File: config.mk
export PLATFORM = sky130hd
export DESIGN_NAME = ctf_status
export DESIGN_NICKNAME = d
export VERILOG_FILES = /design/src/logic/ctf_pkg.sv /design/src/logic/ctf_status.sv
export SDC_FILE = /design/constraint.sdc
export NUM_CORES = 1
export LEC_CHECK = 0
export BUFFER_PORTS_ARGS = -buffer_cell sky130_fd_sc_hd__buf_4
export CORE_MARGIN = 2
export CORE_UTILIZATION = 45
export DETAILED_ROUTE_END_ITERATION = 10
export GPL_TIMING_DRIVEN = 0
export HOLD_SLACK_MARGIN = 0.08
export PLACE_DENSITY = 0.68
export SLEW_MARGIN = 20
export SYNTH_ARGS = -nofsm -noshare
export SYNTH_HDL_FRONTEND = slang
export SYNTH_SLANG_ARGS = --single-unit
File: constraint.sdc
create_clock -name sys_clk_i -period 2.6 [get_ports sys_clk_i]
set_input_delay 0.52 -clock sys_clk_i [delete_from_list [all_inputs] [get_ports sys_clk_i]]
set_output_delay 0.52 -clock sys_clk_i [all_outputs]
set_load 0.01 [all_outputs]
File: src/logic/ctf_pkg.sv
/*
 package of constants for the timing fault/status block.
 assumes a 20 MHz system clock and a classic wishbone register bus.
*/
// Operation
// - keep a sixteen-bit fault word made of four hex nibbles
// - nibble 0: flash, config, no-signal, dac range; nibble 1: polls, osc fail, pll
// - red indicator lit whenever any fault word bit is set
// - dac over-range when control dac reaches 55000 or 10000 while locked
// - no-signal timeout after one hour without signal while merit stays 9
// - config fault set when controller cannot configure the logic; fatal
// - flash write fault set when a parameter write fails verification
// - pll fault bit follows the oscillator synthesizer unlocked report
// - oscillator failure bit set on detected synthesizer failure; fatal
// - missing-polls bit set when host polling requests stop arriving
// - time figure of merit 6..9 by error below 100us, 1ms, 10ms, else 9
// - processor state codes 0, 1, 2, 4, 8 for acquire through locked
// - channel reported as 0..3 primary a/b, secondary a/b
// - pseudonoise offset 0..511 in units of 64 chips
// - gain control setting reported as eight-bit value
// - oscillator control dac reported as sixteen-bit word
// - frame error rate reported 0.000 to 1.000, in thousandths
// - capture utc timestamp of the most recent polling request
// - report utc to gps leap second count as integer
// - report tracking status locked or not locked
// - leap modes auto and user; user mode holds current and future values
`default_nettype none
package ctf_pkg;
   localparam logic [7:0]  ADR_FAULT    = 8'h00;
   localparam logic [7:0]  ADR_STATUS   = 8'h04;
   localparam logic [7:0]  ADR_DACS     = 8'h08;
   localparam logic [7:0]  ADR_FER      = 8'h0c;
   localparam logic [7:0]  ADR_LEAPCTL  = 8'h10;
   localparam logic [7:0]  ADR_STAMP_D  = 8'h14;
   localparam logic [7:0]  ADR_STAMP_T  = 8'h18;
   localparam logic [7:0]  ADR_STAMP_S  = 8'h1c;
   localparam logic [7:0]  ADR_STICKY   = 8'h20;
   localparam logic [15:0] DAC_HI_LIM   = 16'hd6d8;   // 55000
   localparam logic [15:0] DAC_LO_LIM   = 16'h2710;   // 10000
   localparam logic [3:0]  TIME_FIGURE_OF_MERIT_BEST    = 4'h6;
   localparam logic [3:0]  TIME_FIGURE_OF_MERIT_UNSYNC  = 4'h9;
   localparam logic [9:0]  FER_MAX      = 10'h3e8;    // 1000 thousandths
   localparam logic [3:0]  SPS_ACQ      = 4'h0;
   localparam logic [3:0]  SPS_DET      = 4'h1;
   localparam logic [3:0]  SPS_CODE     = 4'h2;
   localparam logic [3:0]  SPS_CARR     = 4'h4;
   localparam logic [3:0]  SPS_LOCK     = 4'h8;
   localparam int          FB_DAC       = 0;
   localparam int          FB_NOSIG     = 1;
   localparam int          FB_CFG       = 2;
   localparam int          FB_FLASH     = 3;
   localparam int          FB_PLL       = 4;
   localparam int          FB_OSC       = 5;
   localparam int          FB_POLL      = 6;
   localparam logic [15:0] FAULT_USED   = 16'h007f;
   localparam logic [31:0] FAULT_RESET  = 32'h0;
   localparam longint      CLK_HZ       = 20000000;
   localparam longint      NOSIG_S      = 3600;       // one hour
   localparam longint      POLL_S       = 16;
   localparam longint      NOSIG_CYC    = NOSIG_S * CLK_HZ;
   localparam longint      POLL_TO_CYC  = 2 * POLL_S * CLK_HZ;
endpackage
`default_nettype wire

File: src/logic/ctf_status.sv
/*
 timing engine status and fault summary, wishbone slave.
 assumes status inputs synchronous to sys_clk_i and a single bus master.
*/
// The address map and the Wishbone interface to the registers were chosen for this implementation.
`timescale 1ns/1ps
`default_nettype none
module ctf_status
   import ctf_pkg::*;
#(
   parameter longint NOSIG_CYCLES = NOSIG_CYC,
   parameter longint POLL_TIMEOUT = POLL_TO_CYC
)(
   input  wire logic        sys_clk_i,
   input  wire logic        reset_i,
   input  wire logic        wb_cyc_i,
   input  wire logic        wb_stb_i,
   input  wire logic        wb_we_i,
   input  wire logic [7:0]  wb_adr_i,
   input  wire logic [3:0]  wb_sel_i,
   input  wire logic [31:0] wb_dat_i,
   output logic      [31:0] wb_dat_o,
   output logic             wb_ack_o,
   output logic             wb_err_o,
   input  wire logic [3:0]  sp_state_i,
   input  wire logic [1:0]  channel_i,
   input  wire logic [8:0]  pseudonoise_offset_i,
   input  wire logic [7:0]  gain_control_setting_i,
   input  wire logic [15:0] oscillator_control_dac_i,
   input  wire logic [9:0]  frame_err_i,
   input  wire logic [1:0]  time_err_class_i,
   input  wire logic        ever_locked_i,
   input  wire logic        auto_leap_i,
   input  wire logic [7:0]  auto_leap_count_i,
   input  wire logic        cfg_fail_i,
   input  wire logic        flash_verify_fail_i,
   input  wire logic        pll_unlocked_i,
   input  wire logic        osc_failed_i,
   input  wire logic        poll_req_i,
   input  wire logic [15:0] utc_year_i,
   input  wire logic [8:0]  day_of_year_i,
   input  wire logic [16:0] utc_sec_of_day_i,
   input  wire logic [29:0] utc_subsec_ns_i,
   output logic             red_led_o,
   output logic             tracking_lock_status_o,
   output logic [3:0]       time_figure_of_merit_o,
   output logic [15:0]      fault_summary_word_o
);
   typedef struct packed {
      logic [31:0] dat;
      logic        ack;
      logic        err;
      logic        led;
      logic        lock;
      logic [3:0]  time_figure_of_merit;
      logic [15:0] flt;
      logic        cfg_st;
      logic        flash_st;
      logic        osc_st;
      logic [63:0] nosig_cnt;
      logic [63:0] poll_cnt;
      logic        leap_user;
      logic [7:0]  leap_cur;
      logic [7:0]  leap_fut;
      logic [15:0] st_year;
      logic [8:0]  st_doy;
      logic [16:0] st_sod;
      logic [29:0] st_ns;
   } ctf_state_t;

   ctf_state_t s_r;
   ctf_state_t s_nxt;

   function automatic logic [3:0] ctf_time_figure_of_merit_f(input logic [1:0] cls, input logic ever);
      ctf_time_figure_of_merit_f = ever ? (TIME_FIGURE_OF_MERIT_BEST + {2'h0, cls}) : TIME_FIGURE_OF_MERIT_UNSYNC;
   endfunction

   function automatic logic ctf_sps_legal_f(input logic [3:0] st);
      ctf_sps_legal_f = (st == SPS_ACQ) || (st == SPS_DET) || (st == SPS_CODE)
                        || (st == SPS_CARR) || (st == SPS_LOCK);
   endfunction

   logic        locked;
   logic        req;
   logic [15:0] fword;
   logic [3:0]  time_figure_of_merit_now;
   assign locked   = (sp_state_i == SPS_LOCK);
   assign req      = wb_cyc_i && wb_stb_i && !s_r.ack && !s_r.err;
   assign time_figure_of_merit_now = ctf_time_figure_of_merit_f(time_err_class_i, ever_locked_i);

   always_comb begin
      s_nxt = s_r;
      s_nxt.ack = 1'b0;
      s_nxt.err = 1'b0;
      s_nxt.lock = locked;
      s_nxt.time_figure_of_merit = time_figure_of_merit_now;
      if (cfg_fail_i) begin
         s_nxt.cfg_st = 1'b1;
      end
      if (flash_verify_fail_i) begin
         s_nxt.flash_st = 1'b1;
      end
      if (osc_failed_i) begin
         s_nxt.osc_st = 1'b1;
      end
      if (!locked && time_figure_of_merit_now == TIME_FIGURE_OF_MERIT_UNSYNC) begin
         if (s_r.nosig_cnt < 64'(NOSIG_CYCLES)) begin
            s_nxt.nosig_cnt = s_r.nosig_cnt + 64'h1;
         end
      end else begin
         s_nxt.nosig_cnt = 64'h0;
      end
      if (poll_req_i) begin
         s_nxt.poll_cnt = 64'h0;
         s_nxt.st_year = utc_year_i;
         s_nxt.st_doy  = day_of_year_i;
         s_nxt.st_sod  = utc_sec_of_day_i;
         s_nxt.st_ns   = utc_subsec_ns_i;
      end else if (s_r.poll_cnt < 64'(POLL_TIMEOUT)) begin
         s_nxt.poll_cnt = s_r.poll_cnt + 64'h1;
      end
      fword = 16'h0;
      fword[FB_DAC]   = locked && (oscillator_control_dac_i >= DAC_HI_LIM
                        || oscillator_control_dac_i <= DAC_LO_LIM);
      fword[FB_NOSIG] = (s_r.nosig_cnt >= 64'(NOSIG_CYCLES));
      fword[FB_CFG]   = s_nxt.cfg_st;
      fword[FB_FLASH] = s_nxt.flash_st;
      fword[FB_PLL]   = pll_unlocked_i;
      fword[FB_OSC]   = s_nxt.osc_st;
      fword[FB_POLL]  = (s_r.poll_cnt >= 64'(POLL_TIMEOUT));
      s_nxt.flt = fword & FAULT_USED;
      s_nxt.led = |(fword & FAULT_USED);
      if (req) begin
         s_nxt.dat = 32'h0;
         case (wb_adr_i)
            ADR_FAULT: s_nxt.dat = {16'h0, s_r.flt};
            ADR_STATUS: s_nxt.dat = {4'h0, (s_r.leap_user ? s_r.leap_cur
                                     : auto_leap_count_i),
                                     pseudonoise_offset_i, channel_i,
                                     sp_state_i, s_r.time_figure_of_merit, s_r.lock};
            ADR_DACS: s_nxt.dat = {gain_control_setting_i,
                                   8'h0, oscillator_control_dac_i};
            ADR_FER: s_nxt.dat = {22'h0, (frame_err_i > FER_MAX)
                                  ? FER_MAX : frame_err_i};
            ADR_LEAPCTL: s_nxt.dat = {7'h0, auto_leap_i, s_r.leap_user, 7'h0,
                                      s_r.leap_fut, s_r.leap_cur};
            ADR_STAMP_D: s_nxt.dat = {7'h0, s_r.st_doy, s_r.st_year};
            ADR_STAMP_T: s_nxt.dat = {15'h0, s_r.st_sod};
            ADR_STAMP_S: s_nxt.dat = {2'h0, s_r.st_ns};
            ADR_STICKY: s_nxt.dat = {29'h0, s_r.osc_st, s_r.flash_st, s_r.cfg_st};
            default: s_nxt.dat = 32'h0;
         endcase
         case (wb_adr_i)
            ADR_FAULT, ADR_STATUS, ADR_DACS, ADR_FER,
            ADR_STAMP_D, ADR_STAMP_T, ADR_STAMP_S: begin
               s_nxt.ack = 1'b1;
            end
            ADR_LEAPCTL: begin
               s_nxt.ack = 1'b1;
               if (wb_we_i) begin
                  if (wb_sel_i[0]) s_nxt.leap_cur = wb_dat_i[7:0];
                  if (wb_sel_i[1]) s_nxt.leap_fut = wb_dat_i[15:8];
                  if (wb_sel_i[2]) s_nxt.leap_user = wb_dat_i[23];
               end
            end
            ADR_STICKY: begin
               s_nxt.ack = 1'b1;
               if (wb_we_i && wb_sel_i[0]) begin
                  // write one clears; a new event in the same cycle wins
                  s_nxt.cfg_st   = (s_r.cfg_st && !wb_dat_i[0]) || cfg_fail_i;
                  s_nxt.flash_st = (s_r.flash_st && !wb_dat_i[1]) || flash_verify_fail_i;
                  s_nxt.osc_st   = (s_r.osc_st && !wb_dat_i[2]) || osc_failed_i;
               end
            end
            default: begin
               s_nxt.err = 1'b1;
            end
         endcase
      end
   end

   always_ff @(posedge sys_clk_i) begin
      if (reset_i) begin
         s_r <= '0;
         s_r.time_figure_of_merit <= TIME_FIGURE_OF_MERIT_UNSYNC;
      end else begin
         s_r <= s_nxt;
      end
   end

   assign wb_dat_o               = s_r.dat;
   assign wb_ack_o               = s_r.ack;
   assign wb_err_o               = s_r.err;
   assign red_led_o              = s_r.led;
   assign tracking_lock_status_o = s_r.lock;
   assign time_figure_of_merit_o = s_r.time_figure_of_merit;
   assign fault_summary_word_o   = s_r.flt;

   a_led_follows_flt: assert property (@(posedge sys_clk_i) disable iff (reset_i)
      red_led_o == (fault_summary_word_o != 16'h0))
      else $error("red led disagrees with fault word");
   a_unused_bits_zero: assert property (@(posedge sys_clk_i) disable iff (reset_i)
      fault_summary_word_o[15:7] == 9'h0)
      else $error("unused fault bits set");
   a_dac_range_set: assert property (@(posedge sys_clk_i) disable iff (reset_i)
      (sp_state_i == SPS_LOCK && oscillator_control_dac_i >= DAC_HI_LIM)
      |=> fault_summary_word_o[FB_DAC])
      else $error("dac over-range not flagged");
   a_pll_tracks: assert property (@(posedge sys_clk_i) disable iff (reset_i)
      pll_unlocked_i |=> fault_summary_word_o[FB_PLL])
      else $error("pll fault not flagged");
   a_cfg_sticky: assert property (@(posedge sys_clk_i) disable iff (reset_i)
      cfg_fail_i |=> fault_summary_word_o[FB_CFG] [*2])
      else $error("config fault not held");
   a_osc_fail_set: assert property (@(posedge sys_clk_i) disable iff (reset_i)
      osc_failed_i |=> fault_summary_word_o[FB_OSC])
      else $error("oscillator failure not flagged");
   a_flash_set: assert property (@(posedge sys_clk_i) disable iff (reset_i)
      flash_verify_fail_i |=> fault_summary_word_o[FB_FLASH])
      else $error("flash fault not flagged");
   a_poll_clears: assert property (@(posedge sys_clk_i) disable iff (reset_i)
      poll_req_i |=> ##1 !fault_summary_word_o[FB_POLL])
      else $error("missing poll flag stuck after poll");
   a_time_figure_of_merit_range: assert property (@(posedge sys_clk_i) disable iff (reset_i)
      !ever_locked_i |=> time_figure_of_merit_o == TIME_FIGURE_OF_MERIT_UNSYNC)
      else $error("merit not 9 when never locked");
   a_lock_status: assert property (@(posedge sys_clk_i) disable iff (reset_i)
      (sp_state_i == SPS_LOCK) |=> tracking_lock_status_o)
      else $error("lock status missing");
   c_led_on: cover property (@(posedge sys_clk_i) disable iff (reset_i) $rose(red_led_o));
   c_poll_seen: cover property (@(posedge sys_clk_i) disable iff (reset_i) poll_req_i);
   c_bus_read: cover property (@(posedge sys_clk_i) disable iff (reset_i) wb_ack_o);
   c_sps_legal: cover property (@(posedge sys_clk_i) disable iff (reset_i)
      ctf_sps_legal_f(sp_state_i) && sp_state_i == SPS_LOCK);
endmodule // ctf_status
`default_nettype wire

==> metrics.md <==
| Metric | Value |
|---|---|
| Status | finished clean |
| Worst-path fanout max | 10 |
| Leak Pwr | 0.006028 uW |
| Max Cap Viol | 0 |
| Fmax | 390.8 MHz |
| Critical path class | input port to flop |
| Clock Tree Root | clkbuf_16 |
| CP required | 3090 ps |
| Final hold viol count | 0 |
| Cell taking the most area after synthesis | dfxtp_1 |
| Placeable Area | 0.02518 mm2 |
| Yosys Warn Count | 0 |
| Synth cell types | 70 |
| Clock Skew | 11.72 ps |
| Routed vias | 10450 |
| Worst Path Buf+Inv | 3 |
| Clk_lat worst skew | 540 ps |
| CTS Hold Bufs | 0 |
| Post-synthesis compound-gate area fraction | 0.1282 |
| Syn Inst Count | 1261 |
| Top FF cell, synth | dfxtp_1 |
| Mux cell area share after synthesis | 0.09242 |
| Worst Hold Class | input port to flop |
| Slew at the pin with the worst max-slew slack | 901.8 ps |
| Nets | 1711 |
| Vias in the first global route | 9808 |
| Min Tclk post-route | 2559 ps |
| Die width | 164.2 um |
| Num CTS Buffers | 28 |
| Dominant cells by area after synthesis | dfxtp_1 46%, mux2i_1 8.8%, nor2_1 5.3% |
| CTS Buffer Depth | 3 |
| Antenna cells | 0 |
| CTS H-Tree Depth | 1 |
| Crit path max-delay family | buffers and inverters |
| RSZ-0062 raised after global routing | yes |
| Die Ht | 164.2 um |
| Most frequent cells in the layout | 273 x buf_4, 266 x dfxtp_1, 163 x nor2_1 |
| Vias per inst | 5.592 |
| Area share of fa/ha/maj cells after synthesis | 0.004334 |
| Largest net degree at the start of global routing | 14 |
| Crit path DAT | 3050 ps |
| DRC Markers | 0 |
| Number of port buffers | 214 |
| Post-synth ARST share | 0 |
| Initial Util | 0.4586 |
| Simple-gate share of the synthesized area | 0.2291 |
| Cells along the critical path | buf_4 > clkbuf_1 > nor3_2 > and3_1 > clkbuf_1 > a222oi_1 > a21oi_1 > a21o_1 |
| Crit-path most repeated cell | clkbuf_1 |
| Initial antenna violation count | 1 |
| CTS tree | done |
| Mapped Avg Cell Area | 9.158 um2 |
| Hpwl dp | 27140 um |
| Worst hold slack | 197.7 ps |
| Final Setup Violations | 0 |
| Setup WS pre-CTS | -922.9 ps |
| Setup ws final | 41.05 ps |
| GRT Resource Usage Total | 0.2619 |
| Global-route wire length before repair | 54590 um |
| Die ar. | 0.02696 mm2 |
| Routed wire length | 36350 um |
| Seq/Total Area, Yosys | 0.4611 |
| Count of final max-slew check failures | 0 |
| Seq cells post-synth | 266 |
| Final RePlAce weighted congestion | 0.9073 |
| Finished Core Util | 0.5822 |
| Final period util | 0.9842 |
| Row count | 58 |
| Boundary Pins | 243 |
| Synth Area in XOR/XNOR | 0.01972 |
| Worst stage delay on the critical path | 620 ps |
| Yosys top cell area share | 0.4611 |
| Rel. slew slack | 0.3988 |
| EDFF count, synth | 0 |
| DR pass1 iterations | 5 |
| Placed Instance Area | 0.01360 mm2 |
| Worst setup SP type | input port |
| DR WL/cell | 19.46 um |
| Largest family of logic cells by synthesized area | simple AND/OR/NAND/NOR gates |
| Layout cells sized above 1 | 0.2347 |
| Worst-path clk slew | 60 ps |
| Finished Cell Area | 0.01466 mm2 |
| Most common cell after layout, fill and taps aside | buf_4 |
| Total grt overflow | 0 |
| Crit-path slowest cell | clkbuf_1 |
| Post-Syn Area | 0.01155 mm2 |
| DRT iter0 DRCs | 1068 |
| CP endpoint kind | flop |
| Area Overhead vs Synth | 26.96% |
| Peak supply drop | 0.0004037 V |
| PwrDens | 613.4 mW/mm2 |
| Antenna Nets Post-Route | 0 |
| Sink Count | 266 |
## cell usage after synthesis, types with 4 or more instances
cell	instances
xor2_1	5
o211ai_1	6
nor2_1	164
nand3_1	40
a21o_1	9
a22oi_1	13
dfxtp_1	266
a21oi_1	59
o31ai_1	13
clkbuf_1	58
buf_1	9
and3_1	15
o21ai_1	4
mux2_2	5
nor4_1	29
a311oi_1	13
and2_1	68
nor4b_1	6
and4_1	6
a22o_1	5
or3_1	25
a222oi_1	18
nand2_1	60
buf_2	4
or4_1	19
a32oi_1	5
a221oi_1	8
buf_4	52
nand4_1	20
ha_1	4
nor3_1	19
mux2i_1	101
xnor2_1	21
o21ai_0	39
inv_1	17
## cell families (layout without fill, tap and decap cells)
family	count (synthesis)	in the layout
and+or+nand+nor	502	502
buffers and inverters	142	411
AOI/OAI and AO/OA	214	214
DFF	266	266
adders and majority gates	4	4
muxes	106	106
other	1	9
xor gates and xnor gates	26	26
## cell type report
type / instances / area [um2]
multi-input combinational: 861 / 5578
timing repair buffer: 221 / 1659
clock buffer: 39 / 833.3
tap: 330 / 412.9
fill: 2298 / 10520
clock inverter: 9 / 95.09
inverter: 17 / 63.81
buffer: 125 / 694.4
sequential: 266 / 5325
## repair_timing
| action | 4_1_cts | 5_1_grt |
|---|---|---|
| pin swaps | 0 | 4 |
| gates resized for setup | 7 | 11 |
| endpoints found under the setup margin | 24 | 69 |
| setup buffers | 1 | 6 |
## final timing paths
| check | startpoint | endpoint | slack [ps] | cells after the start |
|---|---|---|---|---|
| worst max-delay path | wb_adr_i[3] | wb_dat_o[12]$_SDFFE_PP0P_ | 40 | 8 |
| worst max register to register | s_r[179]$_SDFFE_PP0N_ | red_led_o$_SDFF_PP0_ | 110 | 7 |
| worst min register to register | wb_dat_o[30]$_SDFFE_PP0P_ | wb_dat_o[30]$_SDFFE_PP0P_ | 450 | 2 |
| worst min-delay path | time_err_class_i[1] | time_figure_of_merit_o[3]$_SDFF_PP1_ | 200 | 2 |
## sequential cells by signal (all words and copies together) (netlist names)
signal	count
red_led_o	1
wb_ack_o	1
fault_summary_word_o	7
wb_dat_o	32
wb_err_o	1
s_r	220
tracking_lock_status_o	1
time_figure_of_merit_o	3
## power breakdown
| group | leakage (uW) | internal (uW) | switching [uW] |
|---|---|---|---|
| clock network | 0.000467 | 2410 | 1640 |
| logic | 0.00340 | 347 | 373 |
| registers | 0.00216 | 4170 | 55.6 |
## routing by layer
| layer | global-route usage | vias up | wire length, um |
|---|---|---|---|
| met5 | 0 | - | 14 |
| met4 | 0.1069 | 2 | 1374 |
| met3 | 0.04444 | 80 | 3114 |
| met2 | 0.4334 | 478 | 16750 |
| met1 | 0.3389 | 4866 | 15100 |
| li1 | - | 5019 | - |
## through the flow
step	std cells	total power [uW]	TNS (ps)
finish	1868	8993	0
global route	1868	9267	-106.9
CTS	1862	9042	0
detailed placement	1813	5016	-37040
global placement	1813	5008	-37090
floorplan	1269	4620	0
Note: power is estimated with default switching activity, not from simulation.
